[config.mk]
export PLATFORM = sky130hd
export DESIGN_NAME = mmsd_top
export DESIGN_NICKNAME = d
export VERILOG_FILES = /design/src/mmsd_pkg.sv /design/src/mmsd_top.sv
export SDC_FILE = /design/constraint.sdc
export NUM_CORES = 1
export LEC_CHECK = 0
export BUFFER_PORTS_ARGS = -buffer_cell sky130_fd_sc_hd__buf_2
export CAP_MARGIN = 10
export CORE_MARGIN = 2
export CORE_UTILIZATION = 36
export CTS_CLUSTER_SIZE = 25
export DETAILED_ROUTE_END_ITERATION = 10
export PLACE_DENSITY_LB_ADDON = 0.05
export SYNTH_ARGS = -nofsm -noshare
export SYNTH_HDL_FRONTEND = slang
export SYNTH_SLANG_ARGS = --single-unit
[constraint.sdc]
create_clock -name REF_CLK -period 2.3 [get_ports REF_CLK]
set_input_delay 0.345 -clock REF_CLK [delete_from_list [all_inputs] [get_ports REF_CLK]]
set_output_delay 0.345 -clock REF_CLK [all_outputs]
set_load 0.01 [all_outputs]
[src/mmsd_pkg.sv]
// package for the memory map and stack decode block
package mmsd_pkg;
    localparam int          ADDR_W         = 16;
    localparam int          DATA_W         = 8;
    localparam logic [15:0] IO_LO          = 16'h0000;
    localparam logic [15:0] IO_HI          = 16'h003F;
    localparam logic [15:0] RAM_LO         = 16'h0050;
    localparam logic [15:0] RAM_HI         = 16'h018F;
    localparam logic [15:0] STK_LO         = 16'h00C0;
    localparam logic [15:0] STK_HI         = 16'h00FF;
    localparam logic [15:0] VEC_LO         = 16'hFFF0;
    localparam logic [15:0] VEC_RESET      = 16'hFFFE;
    localparam logic [15:0] VEC_SWI        = 16'hFFFC;
    localparam logic [15:0] VEC_IRQ        = 16'hFFF8;
    localparam logic [2:0]  INT_FRAME      = 3'h5;
    localparam logic [2:0]  CALL_FRAME     = 3'h2;
    localparam logic [2:0]  ZERO_CNT       = 3'h0;
    localparam logic [2:0]  ONE_CNT        = 3'h1;
    localparam logic [15:0] NO_ADDR        = 16'h0000;

    // stack operation requested by the cpu core
    typedef enum logic [2:0] {
        MMSD_OP_NONE = 3'h0,
        MMSD_OP_PUSH = 3'h1,
        MMSD_OP_PULL = 3'h2,
        MMSD_OP_INT  = 3'h3,
        MMSD_OP_CALL = 3'h4,
        MMSD_OP_RTS  = 3'h5,
        MMSD_OP_RSP  = 3'h6
    } mmsd_op_t;

    typedef enum logic [1:0] {
        MMSD_ST_IDLE = 2'b00,
        MMSD_ST_PUSH = 2'b01,
        MMSD_ST_PULL = 2'b10
    } mmsd_st_t;

    typedef enum logic [2:0] {
        MMSD_VEC_NONE  = 3'h0,
        MMSD_VEC_IRQ   = 3'h1,
        MMSD_VEC_SWI   = 3'h2,
        MMSD_VEC_RESET = 3'h3,
        MMSD_VEC_OTHER = 3'h4
    } mmsd_vec_t;

    // region selects; stack sits inside ram
    typedef struct packed {
        logic io;
        logic ram;
        logic stack;
        logic vector;
        logic other;
    } mmsd_sel_t;
endpackage

[src/mmsd_top.sv]
// memory map decode and hardware stack pointer
// ------------------------------------------------------------
// Functional notes
// flat 64K byte space; registers reached by ordinary load and store.
// addresses 0000 to 003F select the i/o registers.
// addresses 0050 to 018F select general ram.
// stack lives in 00C0 to 00FF; every push and pull stays there.
// interrupt entry pushes exactly five bytes.
// call pushes two return bytes; return pulls two.
// pointer decrements per push, increments per pull.
// push below 00C0 wraps pointer to 00FF.
// top addresses hold two-byte irq, swi and reset vectors.
// ------------------------------------------------------------
`timescale 1ns/1ps
module mmsd_top
    import mmsd_pkg::*;
(
    input  wire logic              REF_CLK,
    input  wire logic              RST_N,
    input  wire logic              ACC_VALID,
    input  wire logic [ADDR_W-1:0] ACC_ADDR,
    input  wire mmsd_op_t          STK_OP,
    output mmsd_sel_t              SEL,
    output logic [ADDR_W-1:0]      DEC_ADDR,
    output mmsd_vec_t              VEC_KIND,
    output logic [ADDR_W-1:0]      STK_ADDR,
    output logic                   STK_WR,
    output logic                   STK_RD,
    output logic                   STK_BUSY,
    output logic [ADDR_W-1:0]      SP
);
    // ------------------------------------------------------------
    // address decode
    // ------------------------------------------------------------
    function automatic mmsd_sel_t decode(input logic [ADDR_W-1:0] a);
        mmsd_sel_t s;
        s        = '0;
        s.io     = (a <= IO_HI);
        s.ram    = (a >= RAM_LO) && (a <= RAM_HI);
        s.stack  = (a >= STK_LO) && (a <= STK_HI);
        s.vector = (a >= VEC_LO);
        s.other  = !(s.io || s.ram || s.vector);
        return s;
    endfunction

    function automatic mmsd_vec_t vec_of(input logic [ADDR_W-1:0] a);
        logic [ADDR_W-1:0] e;
        e = {a[ADDR_W-1:1], 1'b0};
        if (a < VEC_LO) return MMSD_VEC_NONE;
        else if (e == VEC_RESET) return MMSD_VEC_RESET;
        else if (e == VEC_SWI) return MMSD_VEC_SWI;
        else if (e == VEC_IRQ) return MMSD_VEC_IRQ;
        else return MMSD_VEC_OTHER;
    endfunction

    always_ff @(posedge REF_CLK or negedge RST_N) begin
        if (!RST_N) begin
            SEL      <= '0;
            DEC_ADDR <= NO_ADDR;
            VEC_KIND <= MMSD_VEC_NONE;
        end else if (ACC_VALID) begin
            SEL      <= decode(ACC_ADDR);
            DEC_ADDR <= ACC_ADDR;
            VEC_KIND <= vec_of(ACC_ADDR);
        end else begin
            SEL      <= '0;
            VEC_KIND <= MMSD_VEC_NONE;
        end
    end

    // ------------------------------------------------------------
    // stack sequencer
    // ------------------------------------------------------------
    mmsd_st_t   st_q;
    logic [2:0] cnt_q;
    wire        start = (st_q == MMSD_ST_IDLE) && (STK_OP != MMSD_OP_NONE);

    function automatic logic [ADDR_W-1:0] sp_dec(input logic [ADDR_W-1:0] p);
        return (p == STK_LO) ? STK_HI : p - 16'h0001;
    endfunction
    function automatic logic [ADDR_W-1:0] sp_inc(input logic [ADDR_W-1:0] p);
        return (p == STK_HI) ? STK_LO : p + 16'h0001;
    endfunction

    always_ff @(posedge REF_CLK or negedge RST_N) begin
        if (!RST_N) begin
            st_q  <= MMSD_ST_IDLE;
            cnt_q <= ZERO_CNT;
        end else begin
            unique case (st_q)
                MMSD_ST_IDLE: begin
                    unique case (STK_OP)
                        MMSD_OP_PUSH: begin st_q <= MMSD_ST_PUSH; cnt_q <= ONE_CNT;    end
                        MMSD_OP_INT:  begin st_q <= MMSD_ST_PUSH; cnt_q <= INT_FRAME;  end
                        MMSD_OP_CALL: begin st_q <= MMSD_ST_PUSH; cnt_q <= CALL_FRAME; end
                        MMSD_OP_PULL: begin st_q <= MMSD_ST_PULL; cnt_q <= ONE_CNT;    end
                        MMSD_OP_RTS:  begin st_q <= MMSD_ST_PULL; cnt_q <= CALL_FRAME; end
                        default:      begin st_q <= MMSD_ST_IDLE; cnt_q <= ZERO_CNT;   end
                    endcase
                end
                MMSD_ST_PUSH, MMSD_ST_PULL: begin
                    cnt_q <= cnt_q - ONE_CNT;
                    if (cnt_q == ONE_CNT) st_q <= MMSD_ST_IDLE;
                end
                default: st_q <= MMSD_ST_IDLE;
            endcase
        end
    end

    // pointer: push writes at sp then decrements, pull increments then reads
    always_ff @(posedge REF_CLK or negedge RST_N) begin
        if (!RST_N) begin
            SP       <= STK_HI;
            STK_ADDR <= STK_HI;
            STK_WR   <= 1'b0;
            STK_RD   <= 1'b0;
        end else begin
            STK_WR <= 1'b0;
            STK_RD <= 1'b0;
            if (start && STK_OP == MMSD_OP_RSP) begin
                SP <= STK_HI;
            end else if (st_q == MMSD_ST_PUSH) begin
                STK_ADDR <= SP;
                STK_WR   <= 1'b1;
                SP       <= sp_dec(SP);
            end else if (st_q == MMSD_ST_PULL) begin
                STK_ADDR <= sp_inc(SP);
                STK_RD   <= 1'b1;
                SP       <= sp_inc(SP);
            end
        end
    end

    always_ff @(posedge REF_CLK or negedge RST_N) begin
        if (!RST_N) STK_BUSY <= 1'b0;
        else STK_BUSY <= (start && STK_OP != MMSD_OP_RSP) || (st_q != MMSD_ST_IDLE && cnt_q != ONE_CNT);
    end

    // ------------------------------------------------------------
    // assertions
    // ------------------------------------------------------------
    property p_io_sel;
        @(posedge REF_CLK) disable iff (!RST_N)
        ACC_VALID && ACC_ADDR <= IO_HI |=> SEL.io && !SEL.ram;
    endproperty
    a_io_sel: assert property (p_io_sel) else $error("io decode wrong");

    property p_ram_sel;
        @(posedge REF_CLK) disable iff (!RST_N)
        ACC_VALID |=> SEL.ram == (DEC_ADDR >= RAM_LO && DEC_ADDR <= RAM_HI);
    endproperty
    a_ram_sel: assert property (p_ram_sel) else $error("ram decode wrong");

    property p_flat;
        @(posedge REF_CLK) disable iff (!RST_N)
        ACC_VALID |=> $onehot0({SEL.io, SEL.ram, SEL.vector}) && (SEL.io || SEL.ram || SEL.vector || SEL.other);
    endproperty
    a_flat: assert property (p_flat) else $error("address left unmapped");

    property p_in_stack;
        @(posedge REF_CLK) disable iff (!RST_N)
        STK_WR || STK_RD |-> STK_ADDR >= STK_LO && STK_ADDR <= STK_HI;
    endproperty
    a_in_stack: assert property (p_in_stack) else $error("stack access out of range");

    property p_int_five;
        @(posedge REF_CLK) disable iff (!RST_N)
        start && STK_OP == MMSD_OP_INT |=> ##1 STK_WR [*5] ##1 !STK_WR;
    endproperty
    a_int_five: assert property (p_int_five) else $error("interrupt frame not five bytes");

    property p_call_two;
        @(posedge REF_CLK) disable iff (!RST_N)
        start && STK_OP == MMSD_OP_CALL |=> ##1 STK_WR [*2] ##1 !STK_WR;
    endproperty
    a_call_two: assert property (p_call_two) else $error("call frame not two bytes");

    property p_rts_two;
        @(posedge REF_CLK) disable iff (!RST_N)
        start && STK_OP == MMSD_OP_RTS |=> ##1 STK_RD [*2] ##1 !STK_RD;
    endproperty
    a_rts_two: assert property (p_rts_two) else $error("return not two bytes");

    property p_dir;
        @(posedge REF_CLK) disable iff (!RST_N)
        STK_WR && $past(SP) != STK_LO |-> SP == $past(SP) - 16'h0001;
    endproperty
    a_dir: assert property (p_dir) else $error("push did not decrement");

    property p_wrap;
        @(posedge REF_CLK) disable iff (!RST_N)
        STK_WR && STK_ADDR == STK_LO |-> SP == STK_HI;
    endproperty
    a_wrap: assert property (p_wrap) else $error("pointer did not wrap");

    property p_vec;
        @(posedge REF_CLK) disable iff (!RST_N)
        ACC_VALID && ACC_ADDR[ADDR_W-1:1] == VEC_RESET[ADDR_W-1:1] |=> VEC_KIND == MMSD_VEC_RESET;
    endproperty
    a_vec: assert property (p_vec) else $error("reset vector not flagged");

    property p_pull_inc;
        @(posedge REF_CLK) disable iff (!RST_N)
        STK_RD && $past(SP) != STK_HI |-> SP == $past(SP) + 16'h0001;
    endproperty
    a_pull_inc: assert property (p_pull_inc) else $error("pull did not increment");

    property p_rsp;
        @(posedge REF_CLK) disable iff (!RST_N)
        start && STK_OP == MMSD_OP_RSP |=> SP == STK_HI && !STK_BUSY;
    endproperty
    a_rsp: assert property (p_rsp) else $error("pointer reload wrong");

    property p_one_dir;
        @(posedge REF_CLK) disable iff (!RST_N)
        STK_WR |-> !STK_RD;
    endproperty
    a_one_dir: assert property (p_one_dir) else $error("push and pull together");

    c_int: cover property (@(posedge REF_CLK) disable iff (!RST_N) start && STK_OP == MMSD_OP_INT);
    c_call: cover property (@(posedge REF_CLK) disable iff (!RST_N) start && STK_OP == MMSD_OP_CALL);
    c_pull_wrap: cover property (@(posedge REF_CLK) disable iff (!RST_N) STK_RD && STK_ADDR == STK_LO);
    c_wrap: cover property (@(posedge REF_CLK) disable iff (!RST_N) STK_WR && STK_ADDR == STK_LO);
    c_rts: cover property (@(posedge REF_CLK) disable iff (!RST_N) start && STK_OP == MMSD_OP_RTS);
endmodule

==> results of run 1 <==
-- worst max-delay path by stage --
stage / from / endpoint / cells past startpoint / slack [ns]
floorplan: SP[0]$_DFFE_PN1P_ / SP[13]$_DFFE_PN0P_ / 8 / 0.02
global placement: SP[0]$_DFFE_PN1P_ / SP[9]$_DFFE_PN0P_ / 6 / 0.14
detailed placement: SP[0]$_DFFE_PN1P_ / SP[9]$_DFFE_PN0P_ / 6 / 0.14
CTS: SP[0]$_DFFE_PN1P_ / SP[11]$_DFFE_PN0P_ / 7 / 0.11
global route: SP[0]$_DFFE_PN1P_ / SP[5]$_DFFE_PN1P_ / 6 / 0.02
finish: SP[0]$_DFFE_PN1P_ / SP[9]$_DFFE_PN0P_ / 6 / 0.14
-- cell type report --
type	instances	area share, %
inverters	12	0.970
clock buffers	10	2.75
repair buffers	110	13.5
multi-input cells	300	42.7
flip-flops and latches	64	34.9
clock inverters	6	1.48
well taps	136	3.67
-- layout by cell type, fill, tap and decap left out, types with 3 or more instances in the layout --
| cell type | instances |
|---|---|
| xnor2_1 | 5 |
| xor2_1 | 3 |
| nor3_1 | 20 |
| or3_1 | 3 |
| and2_1 | 7 |
| nand4_1 | 10 |
| a22oi_1 | 4 |
| inv_1 | 12 |
| clkbuf_8 | 9 |
| a21oi_1 | 25 |
| nand2_1 | 35 |
| a31oi_1 | 13 |
| nand3_1 | 14 |
| buf_2 | 80 |
| o211ai_1 | 3 |
| and4_1 | 3 |
| dfstp_2 | 16 |
| a21o_1 | 3 |
| o21ai_1 | 3 |
| o22ai_1 | 4 |
| buf_4 | 30 |
| dfrtp_1 | 48 |
| a211oi_1 | 8 |
| nor4_1 | 6 |
| nor2_1 | 30 |
| o21ai_0 | 23 |
| mux2_2 | 17 |
| ha_1 | 9 |
-- power by group through the flow --
stage | clock network (W) | logic [W] | registers [W]
floorplan | 0 | 0.00163 | 0.00184
global placement | 0 | 0.00262 | 0.00183
detailed placement | 0 | 0.00259 | 0.00185
CTS | 0.00102 | 0.00261 | 0.00183
global route | 0.00107 | 0.00290 | 0.00188
finish | 0.000992 | 0.00261 | 0.00183
-- per-stage QoR --
stage	cells	total power, W	hold slack, ns
finish	638	0.00543	-0.00839
global route	638	0.00586	0.0251
CTS	638	0.00546	0.00256
detailed placement	622	0.00444	0.379
global placement	622	0.00445	0.380
floorplan	404	0.00348	0.0494
-- logic make-up (layout without fill, tap and decap cells) --
logic type | Yosys count | in the layout | share of synthesized area, %
xor gates and xnor gates | 8 | 8 | 1.85
and+or+nand+nor | 157 | 157 | 23.3
DFF | 64 | 64 | 42.7
AOI/OAI and AO/OA | 107 | 107 | 18.5
buffers and inverters | 40 | 138 | 5.11
adders and majority gates | 9 | 9 | 2.97
muxes | 19 | 19 | 5.57
-- flip-flops by register name, summed over array words and instances (netlist names) --
signal and count:
SEL 5, cnt_q 3, DEC_ADDR 16, SP 16
STK_RD 1, STK_WR 1, STK_BUSY 1, STK_ADDR 16
st_q 2, VEC_KIND 3
-- critical path: stages (launching register included) --
cell and delay, ns:
dfstp_2 0.43, ha_1 0.22, and3_2 0.24, and4_2 0.31
nor3_2 0.49, a221oi_1 0.18, a21oi_1 0.20
-- timing repair --
action	in CTS	in global routing
endpoints found under the setup margin	0	4
resized for setup	0	2
buffers inserted	0	0
-- routing by layer --
metal / global-route usage [%] / vias to the layer above / share of wire (%)
met5: 0 / - / 0
met3: 4.38 / 16 / 7.6
li1: - / 1687 / -
met4: 6.59 / 0 / 1.6
met1: 27.1 / 1687 / 46
met2: 31.3 / 176 / 45
==> run summary, run 1 <==
status: finished with violations
violated checks: negative hold slack
most common cell in the synthesized netlist: dfrtp_1
Setup TNS Final: 0 ns
post-layout minimum cycle time: 2.16 ns
largest net degree at the start of global routing: 26
vias per cell: 5.59
maximum VDD drop: 0.510 mV
Fmax: 463 MHz
top-area cell type share of the netlist area: 31.7%
Die Ht: 107 um
Final setup viols: 0
clock root cell: clkbuf_8
arrival time worst endpoint: 2.42 ns
FF-to-FF path depth: 6
Initial Util: 36.9%
Sequential Area: 0.00162 sq mm
syn nets: 435
CP endpoint kind: flop
Data required, critical path: 2.56 ns
number of buffers created by CTS: 9
number of max-cap violations: 0
R2R setup slack: 0.14 ns
DRT Pass-1 Iters: 5
Longest Clk Path Bufs: 2
Top Ports: 81
Sink Count: 64
Worst Path Max Fanout: 11
LEAKAGE: 2.05 nW
Worst Setup Slack, final: 0.140 ns
HP Class: input port to async pin
hold buffers post-CTS: 0
net switching power: 0.00234 W
die area: 0.0114 sq mm
worst hold slack: -0.00839 ns
Finished Cell Area: 0.00464 sq mm
number of synthesized flops with an enable pin: 0
DRT antenna net count: 0
DRC: 0
All-Layer GR Usage: 19.9%
reg2reg start: SP[0]$_DFFE_PN1P_
ys async rst share: 100%
P per Cell Area: 1170 mW/mm^2
Die X: 107 um
CTS tree: done
pre-CTS setup slack: 0.140 ns
YS warnings: 0
Setup CP Type: flop to flop
clk_skew: 0.0173 ns
core area: 0.0103 sq mm
DR vias: 3566
gpl congestion: 0.864
Avg WL per Cell: 17.4 um
CP startpoint kind: flop
Comb pwr share: 48.1%
Synth Register Bits: 64
final hold viol count: 8
count of cell types in the netlist: 70
RSZ-0062 raised after global routing: no
filler cell count: 1023
layout cells sized above 1: 35.5%
Top FF cell, synth: dfrtp_1
Multi-input gate area: 0.00198 sq mm
ANT cells: 0
Post-Syn Area: 0.00379 sq mm
Cell Int Power: 0.00309 W
DPL Wire Length: 8.31 mm
Sw Share: 43.1%
clock share of power: 18.3%
Synth area leader: dfrtp_1
area grow syn2layout: 22.3%
Initial DRC Count: 301
post-layout util: 45.2%
Cells after Synth: 404
part of the cycle the worst path needs: 93.9%
final wirelength: 11.1 mm
global-route wire length before repair: 17.8 mm
Max Slew Vio Count: 0
post-synthesis sequential area ratio: 42.7%
htree depth: 3
most frequent cells after synthesis: 48 x dfrtp_1, 35 x nand2_1, 31 x nor2_1
GRT overflow: 0
Max-slew headroom: 58.8%
Cell Rows: 37
PortBufs: 80
worst slew pin tran: 0.615 ns
Placed Area: 0.00444 sq mm
syn avg cell area: 9.39 sq um
Worst-Skew Late Latency: 0.35 ns
r2r endpoint: SP[9]$_DFFE_PN0P_
top cells by area, synth: dfrtp_1 32%, dfstp_2 11%, mux2_2 5.0%
vias in the first global route: 3378
sequential share of power: 33.6%
final-stage net count: 528
initial antenna violation count: 0
Reg clk slew, reported paths: 0.09 ns
(Power assumes the default switching activity.)
==> run 2, diff against run 1 <==
- HOLD_SLACK_MARGIN: unset -> 0.05
==> run 2 against run 1 <==
Effect of this change:
- largest power group unchanged
- clock power decreased by 0.5%
- register-to-register slack about the same
- maximum frequency increased by 0.11%
- critical path depth unchanged
- critical endpoint is now SP[11]$_DFFE_PN0P_
- sequential share of layout area decreased by 0.075 points
- total power decreased by 0.34%
- the flow now finishes without violations
==> run summary, run 2 (synthesis results as in run 1) <==
die area: 0.0114 sq mm
largest net degree at the start of global routing: 26
fin cells: 639
pre-CTS setup slack: 0.140 ns
reg2reg start: SP[0]$_DFFE_PN1P_
Fmax: 464 MHz
setup bufs post-CTS: 0
Setup TNS Final: 0 ns
GRT overflow: 0
R2R setup slack: 0.14 ns
htree depth: 3
global-route wire length before repair: 17.8 mm
LEAKAGE: 2.05 nW
Worst Path Max Fanout: 11
WP depth: 6
final hold viol count: 0
Sink Count: 64
Worst Setup Slack, final: 0.143 ns
part of the cycle the worst path needs: 93.8%
Cells after DPL: 622
status: completed
Worst-Skew Late Latency: 0.34 ns
Worst Hold End: VEC_KIND[2]$_DFF_PN0_
CP startpoint kind: flop
number of max-cap violations: 0
Max stage delay on crit path: 0.50 ns
Avg WL per Cell: 17.2 um
vias in the first global route: 3378
arrival time worst endpoint: 2.41 ns
Data required, critical path: 2.55 ns
Max-slew headroom: 58.2%
final wirelength: 11.0 mm
Final setup viols: 0
most frequent cells in the layout: 80 x buf_2, 48 x dfrtp_1, 35 x nand2_1, 30 x nor2_1, 30 x buf_4
r2r endpoint: SP[11]$_DFFE_PN0P_
Initial Util: 36.9%
DPL Wire Length: 8.31 mm
worst hold slack: 0.225 ns
vias per cell: 5.58
area grow syn2layout: 22.6%
post-layout minimum cycle time: 2.16 ns
ANT cells: 0
Critical-path top delay cell: nor3_2
Setup CP Type: flop to flop
Longest Clk Path Bufs: 2
PortBufs: 80
DRT antenna net count: 0
initial antenna violation count: 0
gpl congestion: 0.864
crit path buf inv count: 0
Die X: 107 um
CP endpoint kind: flop
Hold Path Cell Cnt: 2
All-Layer GR Usage: 19.9%
HP Class: input port to flop
leading cell type in the layout, fill and taps excluded: buf_2
number of buffers created by CTS: 9
Reg clk slew, reported paths: 0.08 ns
CTS tree: done
DR vias: 3567
DRT Pass-1 Iters: 6
RSZ-0062 raised after global routing: no
P per Cell Area: 1160 mW/mm^2
Top Ports: 81
maximum VDD drop: 0.510 mV
Die Ht: 107 um
largest registers: DEC_ADDR: 16 flops, SP: 16 flops, STK_ADDR: 16 flops
final-stage net count: 529
Critical Path, Cell by Cell: ha_1 -> and3_2 -> and4_2 -> nor3_2 -> a22oi_1 -> a31oi_1
DRC: 0
core area: 0.0103 sq mm
worst slew pin tran: 0.624 ns
Max Slew Vio Count: 0
Initial DRC Count: 279
layout cells sized above 1: 35.4%
clk_skew: 0.0169 ns
critical hold path startpoint: ACC_ADDR[3]
FF-to-FF path depth: 6
clock root cell: clkbuf_8
critical path's top delay family: simple AND/OR/NAND/NOR gates
Cell Rows: 37
[run 2: cell count changes in the layout (fill, tap and decap cells not counted)]
cell,change
dlygate4sd3_1,+1
[run 2: how the worst max path moves through the flow]
stage / startpoint / to / slack (ns)
after floorplan: SP[0]$_DFFE_PN1P_ / SP[13]$_DFFE_PN0P_ / 0.02
after global placement: SP[0]$_DFFE_PN1P_ / SP[9]$_DFFE_PN0P_ / 0.14
after detailed placement: SP[0]$_DFFE_PN1P_ / SP[9]$_DFFE_PN0P_ / 0.14
after CTS: SP[0]$_DFFE_PN1P_ / SP[11]$_DFFE_PN0P_ / 0.11
after global routing: SP[0]$_DFFE_PN1P_ / SP[5]$_DFFE_PN1P_ / 0.02
final: SP[0]$_DFFE_PN1P_ / SP[11]$_DFFE_PN0P_ / 0.14
[run 2: cell type report]
class / instances / area, sq um
Multi-Input combinational cell: 300 / 1980
Timing Repair Buffer: 111 / 636
Clock inverter: 6 / 68.8
Tap cell: 136 / 170
Clock buffer: 10 / 128
Sequential cell: 64 / 1620
Fill cell: 1022 / 5630
Inverter: 12 / 45.0
[run 2: what timing repair did]
item | 4_1_cts | 5_1_grt
hold buffers | 1 | 0
endpoints found under the setup margin | 0 | 4
hold endpoints to repair | 14 | 0
resized for setup | 0 | 2
[run 2: through the flow]
step                utilization, %  total power [W]  area (sq um)
floorplan                        -          0.00348          3790
global placement              43.2          0.00445          4440
detailed placement            43.2          0.00444          4440
CTS                           45.2          0.00546          4650
global route                  45.3          0.00586          4650
finish                        45.3          0.00541          4650
[run 2: metal layers]
metal | track usage, % | share of wire [%] | vias up
met3 | 4.38 | 8.1 | 14
met5 | 0 | 0 | -
li1 | - | - | 1690
met1 | 27.1 | 45 | 1697
met2 | 31.3 | 46 | 166
met4 | 6.59 | 1.2 | 0
[run 2: power by group]
| group | leakage, nW | total, W | switching (W) | internal [W] |
|---|---|---|---|---|
| Combinational | 1.18 | 0.00260 | 0.00153 | 0.00106 |
| Clock | 0.0968 | 0.000987 | 0.000480 | 0.000507 |
| Sequential | 0.777 | 0.00182 | 0.000305 | 0.00152 |
| Total | 2.05 | 0.00541 | 0.00232 | 0.00309 |
